## config.mk

```make
export PLATFORM = sky130hd
export DESIGN_NAME = power_state_machine
export DESIGN_NICKNAME = d
export VERILOG_FILES = /design/src/rtl/power_seq_pkg.sv /design/src/rtl/slow_tick.sv /design/src/rtl/power_state_machine.sv
export SDC_FILE = /design/constraint.sdc
export NUM_CORES = 1
export LEC_CHECK = 0
export BUFFER_PORTS_ARGS = -buffer_cell sky130_fd_sc_hd__buf_2
export CAP_MARGIN = 10
export CORE_ASPECT_RATIO = 1.75
export CORE_MARGIN = 1.5
export CORE_UTILIZATION = 40
export DETAILED_ROUTE_END_ITERATION = 8
export PLACE_DENSITY_LB_ADDON = 0.15
export SLEW_MARGIN = 10
export SYNTH_ARGS = -nofsm -noshare
export SYNTH_HDL_FRONTEND = slang
export SYNTH_SLANG_ARGS = --single-unit
```

## constraint.sdc

```tcl
create_clock -name clock -period 2.7 [get_ports clock]
set_input_delay 0.135 -clock clock [delete_from_list [all_inputs] [get_ports clock]]
set_output_delay 0.135 -clock clock [all_outputs]
set_load 0.05 [all_outputs]
```

## src/rtl/power_seq_pkg.sv

```systemverilog
// Overview of operation
// - five states: on, off, sleep, standby, coin cell
// - no power up below rising undervoltage threshold
// - no register access, no interrupt in coin cell
// - entering on releases processor reset high
// - off on turn-off or thermal; reset low
// - standby control is pin xor polarity bit
// - first power-up copies on settings to standby
// - standby holdoff 0..3 ticks plus three sync ticks
// - qualified standby enters standby, release returns on
// - turn-off with any sleep-keep bit enters sleep
// - sleep keeps interrupt output alive for faults
// - coin cell ignores turn-on, leaves on valid supply
// - depleted coin cell restores every control default
// - level mode: high button turns on, flags irq
// - switch mode: debounced press turns on, flags irq
// - button already high: supply rise turns on
// - sleep to on keeps sleeping rails running
// - switch mode irq both edges, selectable debounce
// - sense follows pin; irq cleared by software/off
// - turn-off by level or long press; optional restart
// - over-temperature forces off, blocks turn-on
// - falling supply drops any state to coin cell
// - debounce counts the 32 kHz timebase ticks
// - rising and falling supply thresholds stay distinct
package power_seq_pkg;

    // ----------------------------------------------------------
    // register map
    // ----------------------------------------------------------
    localparam logic [7:0] REG_POWER_CONTROL = 8'h1b;
    localparam logic [7:0] PCTL_RESET        = 8'h10; // holdoff 01
    localparam int         STBY_INV_BIT      = 6;
    localparam int         HOLDOFF_LSB       = 4;

    // ----------------------------------------------------------
    // timebase
    // ----------------------------------------------------------
    localparam longint CLOCK_HZ    = 100_000_000;
    localparam longint SLOW_HZ     = 32_768;
    localparam int     TICK_CYCLES = int'(CLOCK_HZ / SLOW_HZ);
    localparam int     SYNC_TICKS  = 3;

    // ----------------------------------------------------------
    // debounce and press times in us, converted to ticks
    // ----------------------------------------------------------
    localparam longint DEB_SHORT_US = 31_250;
    localparam longint DEB_MID_US   = 125_000;
    localparam longint DEB_LONG_US  = 750_000;
    localparam longint LONG_PRESS_US = 4_000_000;
    localparam int     CNT_W        = 18;
    localparam logic [CNT_W-1:0] DEB_SHORT =
        CNT_W'(DEB_SHORT_US * SLOW_HZ / 1_000_000);
    localparam logic [CNT_W-1:0] DEB_MID   =
        CNT_W'(DEB_MID_US * SLOW_HZ / 1_000_000);
    localparam logic [CNT_W-1:0] DEB_LONG  =
        CNT_W'(DEB_LONG_US * SLOW_HZ / 1_000_000);
    localparam logic [CNT_W-1:0] LONG_PRESS =
        CNT_W'(LONG_PRESS_US * SLOW_HZ / 1_000_000);

    // ----------------------------------------------------------
    // operating states
    // ----------------------------------------------------------
    typedef enum logic [2:0] {
        ST_OFF,
        ST_COIN,
        ST_SLEEP,
        ST_STANDBY,
        ST_ON
    } power_state_t;

endpackage

```

## src/rtl/slow_tick.sv

```systemverilog
`timescale 1ns/1ns
// one-cycle pulse once per slow timebase period
module slow_tick #(
    parameter int DIV = power_seq_pkg::TICK_CYCLES
) (
    // clock and reset
    input  wire logic clock,
    input  wire logic rstn,
    // timebase pulse
    output logic      tick
);
    // ----------------------------------------------------------
    // state
    // ----------------------------------------------------------
    typedef struct packed {
        logic [15:0] count;
        logic        tick;
    } tick_state_t;

    tick_state_t s;
    tick_state_t next_s;

    if (DIV < 2 || DIV > 65535)
    begin : g_bad_div
        $error("slow_tick: DIV out of range");
    end

    // wrap counter, pulse on wrap
    always_comb
    begin
        next_s = s;
        next_s.tick = (s.count == 16'(DIV - 1));
        next_s.count = next_s.tick ? 16'h0000 : s.count + 16'h0001;
    end

    always_ff @(posedge clock or negedge rstn)
    begin
        if (!rstn)
            s <= '0;
        else
            s <= next_s;
    end

    assign tick = s.tick;

endmodule

```

## src/rtl/power_state_machine.sv

```systemverilog
`timescale 1ns/1ns
// top-level power mode sequencer
module power_state_machine #(
    parameter int NUM_RAILS = 6,
    parameter int TICK_DIV  = power_seq_pkg::TICK_CYCLES
) (
    // clock and reset
    input  wire logic                        clock,
    input  wire logic                        rstn,
    // supply and temperature monitors
    input  wire logic                        vin_above_rise,
    input  wire logic                        vin_below_fall,
    input  wire logic                        over_temp,
    input  wire logic                        coin_cell_por_n,
    // board pins
    input  wire logic                        power_button_in,
    input  wire logic                        standby_pin,
    input  wire logic                        fault_event,
    // configuration bits
    input  wire logic                        button_mode_select,
    input  wire logic [1:0]                  button_debounce_sel,
    input  wire logic                        long_press_off_enable,
    input  wire logic                        auto_restart_enable,
    input  wire logic [NUM_RAILS-1:0]        sleep_keep_enable,
    input  wire logic                        button_irq_clear,
    // register port
    input  wire logic [7:0]                  reg_addr,
    input  wire logic                        reg_write,
    input  wire logic [7:0]                  reg_wdata,
    output logic [7:0]                       reg_rdata,
    // status and control outputs
    output logic                             host_reset_out_n,
    output logic                             irq_out_n,
    output logic                             button_irq_flag,
    output logic                             button_sense_bit,
    output logic                             serial_available,
    output logic                             startup_sequence_start,
    output logic                             mirror_standby_settings,
    output power_seq_pkg::power_state_t      power_state
);
    localparam int W = power_seq_pkg::CNT_W;

    if (NUM_RAILS < 1)
    begin : g_bad_rails
        $error("power_state_machine: NUM_RAILS must be at least 1");
    end

    // ----------------------------------------------------------
    // state
    // ----------------------------------------------------------
    typedef struct packed {
        power_seq_pkg::power_state_t st;
        logic          btn_s1;
        logic          btn_s2;
        logic          btn_d;
        logic          stb_s1;
        logic          stb_s2;
        logic [W-1:0]  press;
        logic [W-1:0]  release_cnt;
        logic [2:0]    hold;
        logic          stby_q;
        logic [7:0]    pctl;
        logic          irq;
        logic          restart;
        logic          first_done;
        logic          startup;
        logic          mirror;
        logic          rst_n;
        logic          irq_n;
        logic          sense;
        logic [7:0]    rdata;
    } seq_state_t;

    seq_state_t s;
    seq_state_t next_s;
    logic       tick;

    slow_tick #(
        .DIV (TICK_DIV)
    ) u_tick (
        .clock (clock),
        .rstn  (rstn),
        .tick  (tick)
    );

    // ----------------------------------------------------------
    // debounce targets for switch mode
    // ----------------------------------------------------------
    logic [W-1:0] on_deb;
    logic [W-1:0] fall_deb;

    // turn-on and falling-edge debounce by select
    always_comb
    begin
        unique case (button_debounce_sel)
            2'b00:
            begin
                on_deb   = '0;
                fall_deb = power_seq_pkg::DEB_SHORT;
            end
            2'b01:
            begin
                on_deb   = power_seq_pkg::DEB_SHORT;
                fall_deb = power_seq_pkg::DEB_SHORT;
            end
            2'b10:
            begin
                on_deb   = power_seq_pkg::DEB_MID;
                fall_deb = power_seq_pkg::DEB_MID;
            end
            2'b11:
            begin
                on_deb   = power_seq_pkg::DEB_LONG;
                fall_deb = power_seq_pkg::DEB_LONG;
            end
        endcase
    end

    // ----------------------------------------------------------
    // event decode
    // ----------------------------------------------------------
    logic btn;
    logic on_evt;
    logic fall_evt;
    logic rise_evt;
    logic long_evt;
    logic turn_on;
    logic turn_down;
    logic any_keep;
    logic stby_ctrl;
    logic [2:0] hold_target;
    logic irq_set;
    logic powered;

    // event terms look at the second synchroniser flop; the zero-debounce turn-on also looks at its delayed copy btn_d
    always_comb
    begin
        btn = s.btn_s2;
        on_evt = (on_deb == '0) ? (!btn && s.btn_d)
               : (!btn && tick && s.press == on_deb - W'(1));
        fall_evt = !btn && tick && s.press == fall_deb - W'(1);
        rise_evt = btn && tick
                && s.release_cnt == power_seq_pkg::DEB_SHORT - W'(1);
        long_evt = !btn && tick
                && s.press == power_seq_pkg::LONG_PRESS - W'(1);
        any_keep = |sleep_keep_enable;
        // over-temperature and low supply block every turn-on
        turn_on = vin_above_rise && !over_temp && !vin_below_fall
               && ((button_mode_select ? on_evt : btn) || s.restart);
        turn_down = button_mode_select ? (long_press_off_enable && long_evt)
                                       : !btn;
        stby_ctrl = s.stb_s2 ^ s.pctl[power_seq_pkg::STBY_INV_BIT];
        hold_target = {1'b0, s.pctl[power_seq_pkg::HOLDOFF_LSB +: 2]}
                    + 3'(power_seq_pkg::SYNC_TICKS);
        powered = s.st inside {power_seq_pkg::ST_ON, power_seq_pkg::ST_STANDBY,
                               power_seq_pkg::ST_SLEEP};
        irq_set = button_mode_select ? (fall_evt || rise_evt) : 1'b0;
    end

    // ----------------------------------------------------------
    // next state
    // ----------------------------------------------------------
    always_comb
    begin
        next_s = s;
        // two-flop synchronisers for the asynchronous pins
        next_s.btn_s1 = power_button_in;
        next_s.btn_s2 = s.btn_s1;
        next_s.stb_s1 = standby_pin;
        next_s.stb_s2 = s.stb_s1;
        next_s.btn_d  = btn;
        next_s.startup = 1'b0;
        next_s.mirror  = 1'b0;

        // saturating press and release timers in ticks
        if (btn)
            next_s.press = '0;
        else if (tick && s.press != power_seq_pkg::LONG_PRESS)
            next_s.press = s.press + W'(1);
        if (!btn)
            next_s.release_cnt = '0;
        else if (tick && s.release_cnt != power_seq_pkg::DEB_SHORT)
            next_s.release_cnt = s.release_cnt + W'(1);

        // standby holdoff restarts whenever the control level bounces
        if (stby_ctrl == s.stby_q)
            next_s.hold = '0;
        else if (tick)
        begin
            if (s.hold == hold_target - 3'd1 || hold_target == 3'd0)
            begin
                next_s.stby_q = stby_ctrl;
                next_s.hold = '0;
            end
            else
                next_s.hold = s.hold + 3'd1;
        end

        // button flag ahead of the transitions, so that a turn-on into on sets it last
        // and hardware set wins over both the software clear and the clear in off
        if (irq_set)
            next_s.irq = 1'b1;
        else if (button_irq_clear || s.st == power_seq_pkg::ST_OFF)
            next_s.irq = 1'b0;

        // state transitions: supply, then thermal, then button
        unique case (s.st)
            power_seq_pkg::ST_COIN:
            begin
                if (vin_above_rise && !vin_below_fall)
                    next_s.st = power_seq_pkg::ST_OFF;
            end
            power_seq_pkg::ST_OFF:
            begin
                if (vin_below_fall)
                    next_s.st = power_seq_pkg::ST_COIN;
                else if (turn_on)
                begin
                    next_s.st = power_seq_pkg::ST_ON;
                    next_s.startup = 1'b1;
                    next_s.mirror = !s.first_done;
                    next_s.first_done = 1'b1;
                    next_s.restart = 1'b0;
                    if (!button_mode_select)
                        next_s.irq = 1'b1;
                end
            end
            power_seq_pkg::ST_SLEEP:
            begin
                if (vin_below_fall)
                    next_s.st = power_seq_pkg::ST_COIN;
                else if (over_temp)
                    next_s.st = power_seq_pkg::ST_OFF;
                else if (button_mode_select && long_press_off_enable && long_evt)
                    next_s.st = power_seq_pkg::ST_OFF;
                else if (turn_on)
                begin
                    // sleeping rails stay up: no startup sequence
                    next_s.st = power_seq_pkg::ST_ON;
                    if (!button_mode_select)
                        next_s.irq = 1'b1;
                end
            end
            power_seq_pkg::ST_STANDBY, power_seq_pkg::ST_ON:
            begin
                if (vin_below_fall)
                    next_s.st = power_seq_pkg::ST_COIN;
                else if (over_temp)
                    next_s.st = power_seq_pkg::ST_OFF;
                else if (turn_down && any_keep)
                    next_s.st = power_seq_pkg::ST_SLEEP;
                else if (turn_down)
                begin
                    next_s.st = power_seq_pkg::ST_OFF;
                    next_s.restart = auto_restart_enable;
                end
                else if (s.st == power_seq_pkg::ST_ON && s.stby_q)
                    next_s.st = power_seq_pkg::ST_STANDBY;
                else if (s.st == power_seq_pkg::ST_STANDBY && !s.stby_q)
                    next_s.st = power_seq_pkg::ST_ON;
            end
        endcase

        // register write is dead while only the coin cell powers us
        if (reg_write && reg_addr == power_seq_pkg::REG_POWER_CONTROL
            && s.st != power_seq_pkg::ST_COIN)
            next_s.pctl = reg_wdata;
        next_s.rdata = (reg_addr == power_seq_pkg::REG_POWER_CONTROL
                        && s.st != power_seq_pkg::ST_COIN) ? s.pctl : 8'h00;

        // depleted coin cell: state, control register, irq, restart and first-power-up flags back to defaults
        if (!coin_cell_por_n)
        begin
            next_s.st = power_seq_pkg::ST_COIN;
            next_s.pctl = power_seq_pkg::PCTL_RESET;
            next_s.irq = 1'b0;
            next_s.restart = 1'b0;
            next_s.first_done = 1'b0;
        end

        // registered pin outputs follow the next state
        next_s.rst_n = next_s.st inside {power_seq_pkg::ST_ON,
                                         power_seq_pkg::ST_STANDBY};
        next_s.irq_n = !((next_s.irq || fault_event)
                       && next_s.st != power_seq_pkg::ST_OFF
                       && next_s.st != power_seq_pkg::ST_COIN);
        next_s.sense = btn;
    end

    // ----------------------------------------------------------
    // state register
    // ----------------------------------------------------------
    // come up in coin cell: no supply is trusted until it rises
    always_ff @(posedge clock or negedge rstn)
    begin
        if (!rstn)
        begin
            s <= '0;
            s.st <= power_seq_pkg::ST_COIN;
            s.pctl <= power_seq_pkg::PCTL_RESET;
            s.irq_n <= 1'b1;
        end
        else
            s <= next_s;
    end

    // output assignments
    assign reg_rdata               = s.rdata;
    assign host_reset_out_n        = s.rst_n;
    assign irq_out_n               = s.irq_n;
    assign button_irq_flag         = s.irq;
    assign button_sense_bit        = s.sense;
    assign serial_available        = s.st != power_seq_pkg::ST_COIN;
    assign startup_sequence_start  = s.startup;
    assign mirror_standby_settings = s.mirror;
    assign power_state             = s.st;
endmodule

```

; ---- Word level (Yosys, flattened, before mapping)
; Index checks and enable logic that the tools add are counted.
[word_totals]
regBits = 88
in_bits = 38
output_inout_bits = 18
[classes]
addsub = 8
n_eq_ne = 33
n_mux = 48
n_bitwise = 2
reduce_logical = 49
[ops]
columns = cell, count
row1 = 18-bit 2-to-1 mux, 4
row2 = 18-bit one-hot mux with 4 select lines, 1
row3 = 18-bit one-hot mux with 3 select lines, 1
row4 = 3-bit 2-to-1 mux, 16
row5 = 18-bit by 1-bit adder with 18-bit output (second input constant), 2
row6 = 18-bit == test, 2
row7 = 18-bit by 1-bit subtractor with 18-bit output (second input constant), 2
row8 = 1-bit logical AND, 24
row9 = 18-bit by 10-bit == test with 1-bit output (second input constant), 1
row10 = 18-bit by 17-bit == test with 1-bit output (second input constant), 1
row11 = 18-bit zero test, 1
row12 = 18-bit by 11-bit != test with 1-bit output (second input constant), 1
row13 = 18-bit != test (second input constant), 1
row14 = 3-bit != test (second input constant), 6
row15 = 16-bit by 1-bit adder with 16-bit output (second input constant), 1
row16 = 16-bit by 12-bit == test with 1-bit output (second input constant), 1
row17 = 1-bit 2-to-1 mux, 16
row18 = 16-bit 2-to-1 mux, 1
row19 = 8-bit 2-to-1 mux, 2
row20 = 3-bit one-hot mux with 4 select lines, 1
row21 = 11-bit 2-to-1 mux, 1
row22 = 5-bit 2-to-1 mux, 2
row23 = 3-bit by 2-bit == test with 1-bit output (second input constant), 3
row24 = 3-bit by 1-bit != test with 1-bit output (second input constant), 3
row25 = other kinds (26), 46

; ---- Depth between registers and ports, before layout
; Gate-level depths: netlist of the first run.
[logic_depth]
word_depth = 20
mapped_depth = 8
mapped_depth_nobuf = 8

; ---- By module
; A second synthesis of the first run with hierarchy kept.
[unflattened]
hier_cells = 482
hier_area_um2 = 4768.3
[modules_own_cells]
columns = module, n_inst, cells_each, area_per_inst_um2
row1 = power_state_machine, 1, 405, 3938.8
row2 = slow_tick, 1, 77, 829.5

; ---- Worst setup path before layout of the first run
; OpenSTA, ideal clock, no wires.
[synth_timing]
path_kind = register to register
start = reg s (netlist bit power_state[0])
end = reg s[16] in the netlist's numbering
t_arrival_ps = 1963
slack_ps = 653
path_stages_with_launch = 9
n_path_buf = 2
path_cell_list = dfstp_2 -> clkbuf_1 -> nand2b_1 -> or2_2 -> and3_1 -> clkbuf_1 -> nand2_1 -> nand2_1 -> a21boi_0
[synth_via]
elab_chain_len = 3
[synth_lines]
columns = element, line_no
row1 = start: declaration, power_state_machine.sv:74  ; seq_state_t s;
row2 = start signal: assignment, power_state_machine.sv:304  ; s <= next_s;
row3 = 3-bit by 1-bit != test with 1-bit output, -
row4 = named net serial_available, power_state_machine.sv:36  ; output logic serial_available,
row5 = 1-bit logical AND, power_state_machine.sv:266  ; && s.st != power_seq_pkg::ST_COIN)
row6 = 2-bit by 1-bit != test with 1-bit output (no source line), -
; The timed path passes the listed nets, and every way through them passes these cells.
; A chain may end at the register's enable or synchronous reset.

; ---- Worst setup path after layout of the first run
[layout_timing]
start = reg u_tick.s (netlist bit u_tick.tick)
end = reg s[14] in the netlist's numbering
[layout_via]
elab_chain_len = 8
[layout_lines]
columns = element, line_no
row1 = start: declaration, slow_tick.sv:20  ; tick_state_t s;
row2 = start signal: assignment, slow_tick.sv:41  ; s <= next_s;
row3 = 1-bit logical AND *, "power_state_machine.sv:140, power_state_machine.sv:144"
row4 = 1-bit logical AND, power_state_machine.sv:140  ; : (!btn && tick && s.press == on_deb - W'(1));
row5 = 1-bit 2-to-1 mux, power_state_machine.sv:139  ; on_evt = (on_deb == '0) ? (!btn && s.btn_d)
row6 = 1-bit 2-to-1 mux, power_state_machine.sv:149  ; && ((button_mode_select ? on_evt : btn) || s.restart);
row7 = 1-bit logical OR, power_state_machine.sv:149
row8 = 1-bit logical AND, power_state_machine.sv:149
row9 = 3-bit != test (no source line), -
row10 = 7-bit AND reduction (no source line) *, -
; Mark *: on every way between the ends. The rest lies on a longest branch, timed or not.

==> metrics list, run 1 <==
- After layout, the worst setup slack is approximately 500 ps.
- Entering global routing, the biggest net connects 60 pins.
* DR pass1 iterations: 6
- Summed over all failing endpoints, the final setup total negative slack is 0 ps.
- The number of antenna violations at the first check in global routing came to 0.
- The largest individual stage delay along the critical path comes from the cell sky130_fd_sc_hd__dfrtp_1.
- Final critical delay including setup and external delays: around 2200 ps
- WL/cell: 15.32 um
- For this run, the total global-route usage over all layers was measured as about 17%.
- Class of the most critical setup path: flop to flop
- Max cap viols: 0
- After Yosys synthesis, full adders, half adders and majority gates account for approximately 3.2% of the synthesized area.
- Largest area contributor in the netlist: sky130_fd_sc_hd__dfrtp_1
- Final WL: between 10 and 15 mm
* Number of ports placed on the die boundary: 56
- In the layout the commonest cells are sky130_fd_sc_hd__dfrtp_1 (85), sky130_fd_sc_hd__buf_2 (54), sky130_fd_sc_hd__nor2_1 (43), sky130_fd_sc_hd__nand2_1 (37), sky130_fd_sc_hd__nand3_1 (28).
- For this design the ratio of total power to cell area is around 530 mW/mm^2.
* Die Outline Area: 0.01245 sq mm
- The count of nets left with antenna violations once routing finished came out at 0.
- The via count of the first global-routing pass came to between 3000 and 4000.
- Setup violations remaining at the end of the flow were counted as 0.
- The run finished, with violations left.
- The clock passes through at most 2 buffers.
- The final layout contains slightly below 600 nets.
- Crit-path max FO: 10
- VDD sags by at most approximately 0.00034 V.
* Depth of the CTS H-tree: 3
* Max-slew violation count: 0
- Clock tree synthesis inserted a total of 9 buffers.
* Flop and latch count out of synthesis: roughly 90
- Data on the critical path is required at its endpoint by around 2900 ps.
- After clock tree synthesis, the clock-pin slew on the worst setup and hold paths is around 70 ps.
- Fraction of registers with async set/reset: 100.0%
- Relative to the synthesized area, the layout overhead comes to 15.47%.
* Starting density of the core: 40.86%
- Fraction of synthesized cell area taken by the top area cell type: 45.20%
- Static timing analysis puts the maximum clock frequency at about 0.45 GHz.
- Share of the yosys chip area belonging to registers: 46.88%
- RSZ-0062 raised after global routing: no
* Compound-gate portion of the synthesized area: under 10%
* Mux cell area share after synthesis: between 1 and 1.5%
- Before CTS, the worst setup slack after placement is a little over 500 ps.
- 0 antenna diodes ended up in the layout.
* Die span in x: between 80 and 90 um
- Delay of the slowest cell on the worst path: approximately 540 ps
- After legalization and detailed placement, the total HPWL measured 7.518 mm.
- Synth Cell Area: approximately 0.0047 sq mm
- The Yosys step of the flow raised 0 warnings.
* Port Buf Inserts: 55
- Cell at the root of the clock tree: sky130_fd_sc_hd__clkbuf_16
- The total overflow left after global routing is 0.
- WP data arrival: between 2000 and 2500 ps
- Syn Nets: 533
* Later-pin clock latency in the skew report: around 350 ps
- Starting DRC count in detailed routing: approximately 210
* Number of instances in the synthesized netlist: roughly 480
- Number of synthesized flops with an enable pin: 0
* Placer Congestion: between 0.8 and 0.9
- The first global-routing pass estimated roughly 17 mm of wire.
- Critical Path Source Type: flop
- Final worst-path cycle share: roughly 80%
- In the post-synthesis netlist, the biggest area contributors are sky130_fd_sc_hd__dfrtp_1 (45%), sky130_fd_sc_hd__xnor2_1 (4.7%), sky130_fd_sc_hd__xor2_1 (3.7%).
- Average cell area after synthesis: 9.743 sq um
* Setup clock skew after layout: 13.25 ps
- Netlist cell types: 61
- Crit. End Element: flop
* Failing checks: DRC
- DRC violations left: 8
- Most common library cell in the layout ignoring fill and taps: sky130_fd_sc_hd__dfrtp_1
- The die is approximately 150 um tall.
- Synthesized-area fraction occupied by xor and xnor cells: ~8.4%
- Walking the worst path, the cells encountered are nor4bb_1 > nand4_1 > o31ai_4 > and2_2 > o211a_1 > o22ai_1.
- Fraction of final layout cells sized beyond drive strength 1: about a fifth
* Actual transition at the worst max-transition pin: ~770 ps
* Main combinational cell family by area after synthesis: simple AND/OR/NAND/NOR gates
- Worst hold-check path type: input pin to flop
- In this run the tightest slew margin relative to its limit is 48.34%.
- Core box area: 0.01152 sq mm
* Clk sinks: just under 90
- For this design the static power due to leakage is between 0.002 and 0.0025 uW.
- Row count: 52
- Synth Area in Simple Gates: 25.74%
* Routed vias: between 3000 and 4000
* Final Hold Fails: 0
- After detailed routing, the number of vias per cell comes to roughly 5.3.
- Main flop type after synthesis: sky130_fd_sc_hd__dfrtp_1
* Clock tree from TritonCTS: done
cell type report:
| cell class | count | area, sq um |
|---|---|---|
| Fill cell | 1080 | 6082 |
| Inverter | 22 | 82.58 |
| Tap cell | 135 | 168.9 |
| Clock buffer | 9 | 225.2 |
| Timing Repair Buffer | 66 | 382.9 |
| Clock inverter | 7 | 112.6 |
| Multi-Input combinational cell | 346 | 2256 |
| Sequential cell | 88 | 2206 |
Yosys cell counts, drive strengths merged, types with 5 or more instances:
library cell and instances:
dfrtp 85, nor2 43, nand2 37, nand3 28, and2 25, xnor2 25, inv 22, xor2 20
nor4 15, o21ai 15, buf 14, clkbuf 13, a21boi 12, a21oi 12, ha 12, nor3 11
and3 10, nand4 9, or3 8, nor3b 6, nor2b 5
state kept, by name (all words and copies together), names as in the netlist, 2 cells and up:
| signal | count |
|---|---|
| u_tick.s | 16 |
| next_s | 2 |
| s | 51 |
| reg_rdata | 8 |
| power_state | 3 |
repair_timing:
action / in CTS / in global routing
gates resized for setup: 0 / 0
hold endpoints to repair: 60 / 0
hold buffers: 4 / 0
setup buffers: 0 / 0
final timing paths:
| kind | from | to | slack, ps | depth (start not counted) |
|---|---|---|---|---|
| setup / recovery | u_tick.tick | s[14] | 500 | 6 |
| hold / removal | reg_wdata[4] | s[20] | 40 | 3 |
| setup reg to reg | u_tick.tick | s[14] | 500 | 6 |
| hold reg to reg | next_s[64] | s[64] | 350 | 0 |
| max in group asynchronous | rstn | irq_out_n | 1590 | 3 |
| min in group asynchronous | rstn | s[27] | 390 | 2 |
power breakdown:
group | total, uW | leakage, uW | switching [uW] | internal (uW)
sequential | 1330 | 0.00119 | 6.73 | 1320
combinational | 145 | 0.00114 | 91.2 | 53.4
clock | 1400 | 0.000161 | 570 | 832
cells by family (layout without fill, tap and decap cells):
family | after synthesis | count (layout)
xor+xnor | 45 | 45
fa+ha+maj | 12 | 12
mux | 5 | 5
simple gates | 220 | 220
flops | 88 | 88
buf+inv | 49 | 104
compound gates | 64 | 64
per-stage QoR:
step	utilization, %	hold slack (ps)	cell area (sq um)	power (uW)	cells
3_3_place_gp	43.90	245.1	5056	1497	653
3_5_place_dp	43.90	245.2	5056	1500	653
2_1_floorplan	-	-160.6	4706	1419	483
5_1_grt	47.19	54.41	5434	2978	673
6_report	47.19	39.08	5434	2877	673
4_1_cts	47.19	35.23	5434	2910	673
metal layers:
metal  global-route usage, %  routed length [um]  share of wire [%]
met4                   7.869                 254                2.5
met2                   31.43                5593                 54
met5                       0                   0                  0
met1                   19.69                4036                 39
met3                   2.940                 425                4.1
worst max-delay path, delay by kind of cell, from the launching register on:
| kind | cells | cell delay, ps |
|---|---|---|
| AO/OA/AOI/OAI | 3 | 610 |
| AND/OR/NAND/NOR | 3 | 950 |
| flip-flops | 1 | 540 |
Power figures use the tool's default switching activity.
==> run 2: changes to the inputs <==
==> constraint.sdc (replaced) <==
create_clock -name clock -period 1.94 [get_ports clock]
set_input_delay 0.097 -clock clock [delete_from_list [all_inputs] [get_ports clock]]
set_output_delay 0.097 -clock clock [all_outputs]
set_load 0.05 [all_outputs]
==> run 2 against run 1 <==
- routed wire length grew 0.95%
- cell count grew 6.1%
- largest power group is now registers
- clock skew shrank 6.4 ps
- count of clock-buffer cells in the layout rose by 4
- the run still ends with DRC left
- highest routed layer unchanged
- clock power increased by 21%
- final area up 7.3%
==> metrics list, run 2 (synthesis gave the netlist of run 1 again) <==
- Non-Filler Cell Area, Final: around 0.0058 sq mm
* Routed vias: between 3000 and 4000
- Final WL: between 10 and 15 mm
* Starting density of the core: between 40% and 50%
- Post-DP HPWL: a little under 8 mm
- Port Buf Inserts: 55
- Number of placed cells counting well taps: slightly below 700
- In this run the critical register-to-register path is launched from s[59].
- Chip height: roughly 150 um
- The number of antenna violations at the first check in global routing was 0.
- Fraction of final layout cells sized beyond drive strength 1: between 20% and 30%
- Leakage Power: 0.002697 uW
- The register with the most flip-flops in the layout has 51 of them.
- The critical path goes through xor2_1 > or4_4 > o31ai_4 > buf_4 > o311ai_4 > o31ai_2.
- Row count: 52
* Max IR drop VDD: ~0.00042 V
- Maximum number of pins on one net before global-route repair: 46
- The number of endpoints with negative hold slack in the final report came to 0.
- Power per Cell Area: 649.0 mW/mm^2
* Synth-to-layout area growth: 23.96%
- Max-slew violation count: 0
- Later-pin clock latency in the skew report: about 340 ps
- Clock buffer depth: 2
- Vias per cell: between 5 and 6
- Setup repair after global routing could not meet its margin everywhere.
* CTS Buf Count: 9
- Remaining global-route overflow: 0
* Largest register by flop count: s
* First-pass GRT wire length: 18.03 mm
- Global routing usage summed across all routing layers: roughly 18%
- Required time at the endpoint of the critical path: between 2000 and 2500 ps
- Before antenna repair, the detailed router went through 6 iterations.
- The filler cells instantiated in the layout total roughly 1100.
* Fmax: between 0.5 and 0.6 GHz
* Worst flop-to-flop path endpoint: host_reset_out_n
* Count of antenna diodes in the layout: 0
- WL/cell: 14.58 um
- between 50 and 60 I/O pins were placed.
* Register Area: 0.002208 sq mm
- The detailed router finished its first iteration with roughly 110 violations.
- Core box area: 0.01152 sq mm
- Depth of the CTS H-tree: 3
- Clock tree from TritonCTS: done
* Delay of the slowest cell on the worst path: between 400 and 500 ps
* Placer Congestion: 0.8788
* Slack of the worst reg-to-reg path: between 3 and 4 ps
- Once detail routing completed, the nets flagged for antenna violations numbered 0.
- Headroom to the max-slew limit came out at 71.29%.
- Crit-path slowest cell: sky130_fd_sc_hd__or4_4
- In the routed design, unresolved DRC markers number 7.
* Multi-input logic area: roughly 0.0024 sq mm
- Leaving out fill and tap cells, the most frequent cells in the layout are sky130_fd_sc_hd__dfrtp_1 (83), sky130_fd_sc_hd__buf_2 (54), sky130_fd_sc_hd__buf_4 (44), sky130_fd_sc_hd__nor2_1 (43), sky130_fd_sc_hd__nand2_1 (36).
- Crit-path max FO: 4
- The worst setup path is launched from a flop.
- WP data arrival: 2180 ps
- The critical path starts at s[59].
- Post-layout nets: 624
- Setup clock skew after layout: a little under 7 ps
* Cell at the root of the clock tree: sky130_fd_sc_hd__clkbuf_16
* Die Outline Area: 0.01245 sq mm
* Final-report setup violation count: 0
* Failing checks: DRC
* Vias in the first global route: approximately 3900
- Final critical delay including setup and external delays: a little under 2000 ps
- Clock tree synthesis found a total of about 90 sinks.
- Length in cells of the worst reg-to-reg path: 6
- Total cell area at the placement stage: 0.005306 sq mm
- Crit. End Element: flop
- Cell Count, Final, Fillers Out: about 700
- Actual transition at the worst max-transition pin: roughly 430 ps
- From left edge to right edge, the die measures around 85 um.
- The min-delay analysis places its worst path in the category input pin to flop.
- Max-cap violations in this run came to 0.
- The critical path in this run is classified as flop to flop.
- Outcome: finished, violations left
- Most common library cell in the layout ignoring fill and taps: sky130_fd_sc_hd__dfrtp_1
* Final worst-path cycle share: ~100%
* Clock transition at path regs: approximately 60 ps
* Endpoint of the worst setup timing path: host_reset_out_n
[run 2: changes by cell type in the layout (fill, tap and decap cells not counted), moves of 3 or more]
| cell | change |
|---|---|
| sky130_fd_sc_hd__buf_4 | +37 |
| sky130_fd_sc_hd__nor4_1 | -4 |
| sky130_fd_sc_hd__nor4_2 | +4 |
| sky130_fd_sc_hd__buf_6 | +3 |
| sky130_fd_sc_hd__clkbuf_1 | +3 |
[run 2: report_power, final]
group	total, uW	switching (uW)	internal, uW
clock network	1700	671	1030
registers	1850	7.44	1850
logic	230	137	93.4
[run 2: final cells by class]
| type | count | share of cell area, % |
|---|---|---|
| multi-input cells | 346 | 40.73 |
| flip-flops and latches | 88 | 37.86 |
| repair buffers | 107 | 12.08 |
| clock buffers | 13 | 4.290 |
| well taps | 135 | 2.896 |
| inverters | 22 | 1.416 |
| clock inverters | 3 | 0.7293 |
[run 2: critical path, delay by kind of cell (launching register included)]
kind / cells / cell delay (ps)
compound gates: 3 / 620
xor+xnor: 1 / 150
buf+inv: 1 / 180
flops: 1 / 400
simple gates: 1 / 490
[run 2: repair_timing]
| item | in CTS | in global routing |
|---|---|---|
| pin swaps | 2 | 14 |
| buffers inserted | 1 | 6 |
| hold endpoints to repair | 29 | 0 |
| gates cloned | 0 | 0 |
| hold buffers | 5 | 0 |
| setup endpoints to repair | 3 | 32 |
| resized for setup | 3 | 28 |
[run 2: how the worst min path moves through the flow]
stage               cells past startpoint  slack (ps)           end         start
detailed placement                      1          50  reg_rdata[4]          rstn
global placement                        1          50  reg_rdata[4]          rstn
global route                            3          40         s[17]  reg_wdata[1]
floorplan                               0        -200           btn          rstn
CTS                                     3           8         s[16]  reg_wdata[0]
finish                                  3          20         s[16]  reg_wdata[0]
[run 2: routing by layer]
layer | GRT usage [%] | share of wire, % | up-vias
li1 | - | - | 1841
met1 | 18.97 | 38 | 1794
met2 | 33.69 | 56 | 67
met3 | 2.261 | 2.6 | 22
met4 | 9.508 | 3.4 | 0
met5 | 0 | 0 | -
[run 2: per-stage QoR]
stage | total power [uW] | util (%) | TNS, ps | setup slack [ps] | hold WS [ps]
2_1_floorplan | 1976 | - | 0 | 12.84 | -198.6
3_3_place_gp | 2103 | 46.08 | -21.40 | -21.40 | 51.02
3_5_place_dp | 2106 | 46.08 | -102.7 | -46.78 | 52.25
4_1_cts | 3838 | 49.21 | 0 | 4.290 | 7.765
5_1_grt | 3934 | 50.65 | -163.9 | -90.73 | 37.30
6_report | 3786 | 50.65 | 0 | 3.571 | 15.44
==> run 3: changes to the inputs <==
--- a/config.mk
+++ b/config.mk
@@ -7,7 +7,7 @@
 export LEC_CHECK = 0
 export BUFFER_PORTS_ARGS = -buffer_cell sky130_fd_sc_hd__buf_2
 export CAP_MARGIN = 10
-export CORE_ASPECT_RATIO = 1.75
+export CORE_ASPECT_RATIO = 0.8
 export CORE_MARGIN = 1.5
 export CORE_UTILIZATION = 40
 export DETAILED_ROUTE_END_ITERATION = 8
==> run 3 against run 2 <==
- the run ends with setup timing left
- total power shrank 0.53%
- non-clock buffer count grew 2
- sequential power is essentially flat
- critical path type unchanged
- register-to-register slack lost 120 ps
- setup slack lost 120 ps
- routed wire length grew 2.3%
- hold slack lost 7.4 ps
==> metrics list, run 3 (synthesis gave the netlist of run 1 again) <==
- Outcome: finished, violations left
* Failing checks: setup timing
- The signal on the critical path passes through xor2_1 > or4_4 > o31ai_4 > buf_6 > o311ai_4 > o31ai_1.
- Max IR drop VDD: around 0.00044 V
- Cell at the root of the clock tree: sky130_fd_sc_hd__clkbuf_16
* Routed vias: 3739
- The first global-routing pass estimated 17.55 mm of wire.
- CTS Buf Count: 9
* Core box area: between 0.01 and 0.015 sq mm
- The register with the most flip-flops in the final layout is s.
- Setup clock skew after layout: approximately 7.5 ps
* Largest delay share family, worst path: compound AO/OA/AOI/OAI gates
- The setup check on the worst reg-to-reg path leaves a slack of -110 ps.
- Clock-pin slew was measured on the worst setup and hold paths at around 70 ps.
* Clock buffer depth: 2
* Crit-path max FO: 3
- Input and output buffers added on the ports amount to between 50 and 60.
- The tool flagged a number of max-cap violations equal to 0.
- For this run, the number of standard cells in the final layout without fillers is around 730.
- Non-Filler Cell Area, Final: roughly 0.0060 sq mm
- TritonCTS built the clock tree.
- Final Hold Fails: 0
- Of the available clock period, the critical path in the final layout requires 105.7%.
- Global routing usage summed across all routing layers: 17.47%
- After routing, the total negative slack on setup checks comes to -128.1 ps.
- Vias in the first global route: approximately 3600
- Chip height: approximately 100 um
- Placer Congestion: slightly above 0.8
- Post-DP HPWL: ~7.4 mm
* Critical hold path startpoint: reg_wdata[6]
- Fmax: 0.4874 GHz
* Max-slew violation count: 0
* Worst slew margin relative to its limit: between 60% and 70%
* Class of the most critical setup path: flop to flop
- The die covers 0.01243 sq mm.
- Measured in cells, the most critical reg-to-reg path has a length of 6.
- Together, buffers and inverters on the worst path number 1.
- In the layout the commonest cells are sky130_fd_sc_hd__dfrtp_1 (83), sky130_fd_sc_hd__buf_2 (54), sky130_fd_sc_hd__nor2_1 (43), sky130_fd_sc_hd__buf_4 (41), sky130_fd_sc_hd__nand2_1 (36).
* DRC violations left: 0
- Starting density of the core: between 40% and 50%
* Final-report setup violation count: 2
* Critical Path Source Type: flop
* Clk sinks: 88
- DR pass1 iterations: 4
* Post-layout nets: ~630
* Antenna viol nets, final: 0
- In the post-route analysis, the smallest setup slack over all paths is -111.5 ps.
- For this run, the share of the core covered by cells in the final layout is a little over 50%.
- Later-pin clock latency in the skew report: 340 ps
- For the pin with the worst max-slew slack, the measured transition is around 460 ps.
- Global routing finished with a remaining overflow of 0.
- In the final routed layout, each cell accounts on average for between 10 and 15 um.
- From left edge to right edge, the die measures between 100 and 150 um.
* Crit. End Element: flop
- Depth of the CTS H-tree: 3
- Entering global routing, the biggest net connects 60 pins.
* Vias per cell: just over 5
- Required time at the endpoint of the critical path: 2190 ps
* Final critical delay including setup and external delays: 2052 ps
- Row count: 35
- Count of antenna diodes in the layout: 0
- In this run, placement finished with an instance count of ~700.
- Once placement finished, the instance area stood at between 0.005 and 0.006 sq mm.
- Worst hold-check path type: input pin to flop
- The path with the worst hold slack has its endpoint at s[22].
- The worst hold path was traced through 3 stages.
- The register with the most flip-flops in the layout has just over 50 of them.
- Power per Cell Area: 632.0 mW/mm^2
- The number of antenna violations at the first check in global routing came to 0.
* Critical R2R Launch: s[59]
- Setup repair after global routing could not meet its margin everywhere.
- Starting DRC count in detailed routing: between 200 and 250
* Worst flop-to-flop path endpoint: host_reset_out_n
* Delay of the slowest cell on the worst path: 530 ps
- Crit-path slowest cell: sky130_fd_sc_hd__or4_4
- The area growth from synthesis to layout is 26.62%.
- After detailed routing, the total wire length is around 11 mm.
* Pwr Total: ~3800 uW
* Fraction of final layout cells sized beyond drive strength 1: about 30%
- Most common library cell in the layout ignoring fill and taps: sky130_fd_sc_hd__dfrtp_1
- Pin placement for this block handled 56 I/O pins.
- In this run the static leakage power is roughly 0.0027 uW.
* WP data arrival: 2300 ps
run 3: area by class of cell:
type,instances,area [sq um]
Sequential cell,88,2208
Multi-Input combinational cell,346,2456
Clock buffer,9,225.2
Inverter,22,85.08
Tap cell,148,185.2
Clock inverter,7,62.56
Timing Repair Buffer,109,735.7
Fill cell,1065,5515
run 3: metal layers:
| layer | routed length (um) | up-vias | global-route usage [%] |
|---|---|---|---|
| met3 | 536 | 19 | 4.531 |
| met2 | 4616 | 75 | 25.82 |
| li1 | - | 1860 | - |
| met1 | 5285 | 1785 | 25.00 |
| met5 | 0 | - | 0 |
| met4 | 210 | 0 | 5.924 |
run 3: per-stage QoR:
| stage | setup slack [ps] | hold slack (ps) |
|---|---|---|
| finish | -111.5 | 8.028 |
| global route | -178.4 | 3.075 |
| CTS | -15.25 | 2.009 |
| detailed placement | -42.97 | 72.12 |
| global placement | -16.46 | 62.93 |
| floorplan | 12.84 | -198.6 |
run 3: worst max path at each step:
| stage | slack (ps) | start | end | cells after the start |
|---|---|---|---|---|
| after floorplan | 10 | power_state[0] | s[16] | 8 |
| after global placement | -20 | vin_below_fall | s[14] | 7 |
| after detailed placement | -40 | vin_below_fall | s[14] | 7 |
| after CTS | -20 | s[46] | host_reset_out_n | 7 |
| after global routing | -180 | s[59] | host_reset_out_n | 6 |
| final | -110 | s[59] | host_reset_out_n | 6 |
run 3: timing repair:
item                                   4_1_cts  5_1_grt
resized for setup                            0       50
setup endpoints to repair                    1       34
endpoints found under the hold margin       34        0
cloned                                       0        1
hold buffers                                 7        0
pin swaps                                    3       19
setup buffers                                1        5
run 3: where the power goes:
group | internal [uW] | switching [uW] | total (uW)
combinational | 95.2 | 142 | 238
sequential | 1840 | 6.58 | 1850
clock | 895 | 783 | 1680
run 3: tightest hold or removal path, cell delays in order:
cell	delay, ps
sky130_fd_sc_hd__buf_2	100
sky130_fd_sc_hd__nand3_1	50
sky130_fd_sc_hd__a21boi_0	60
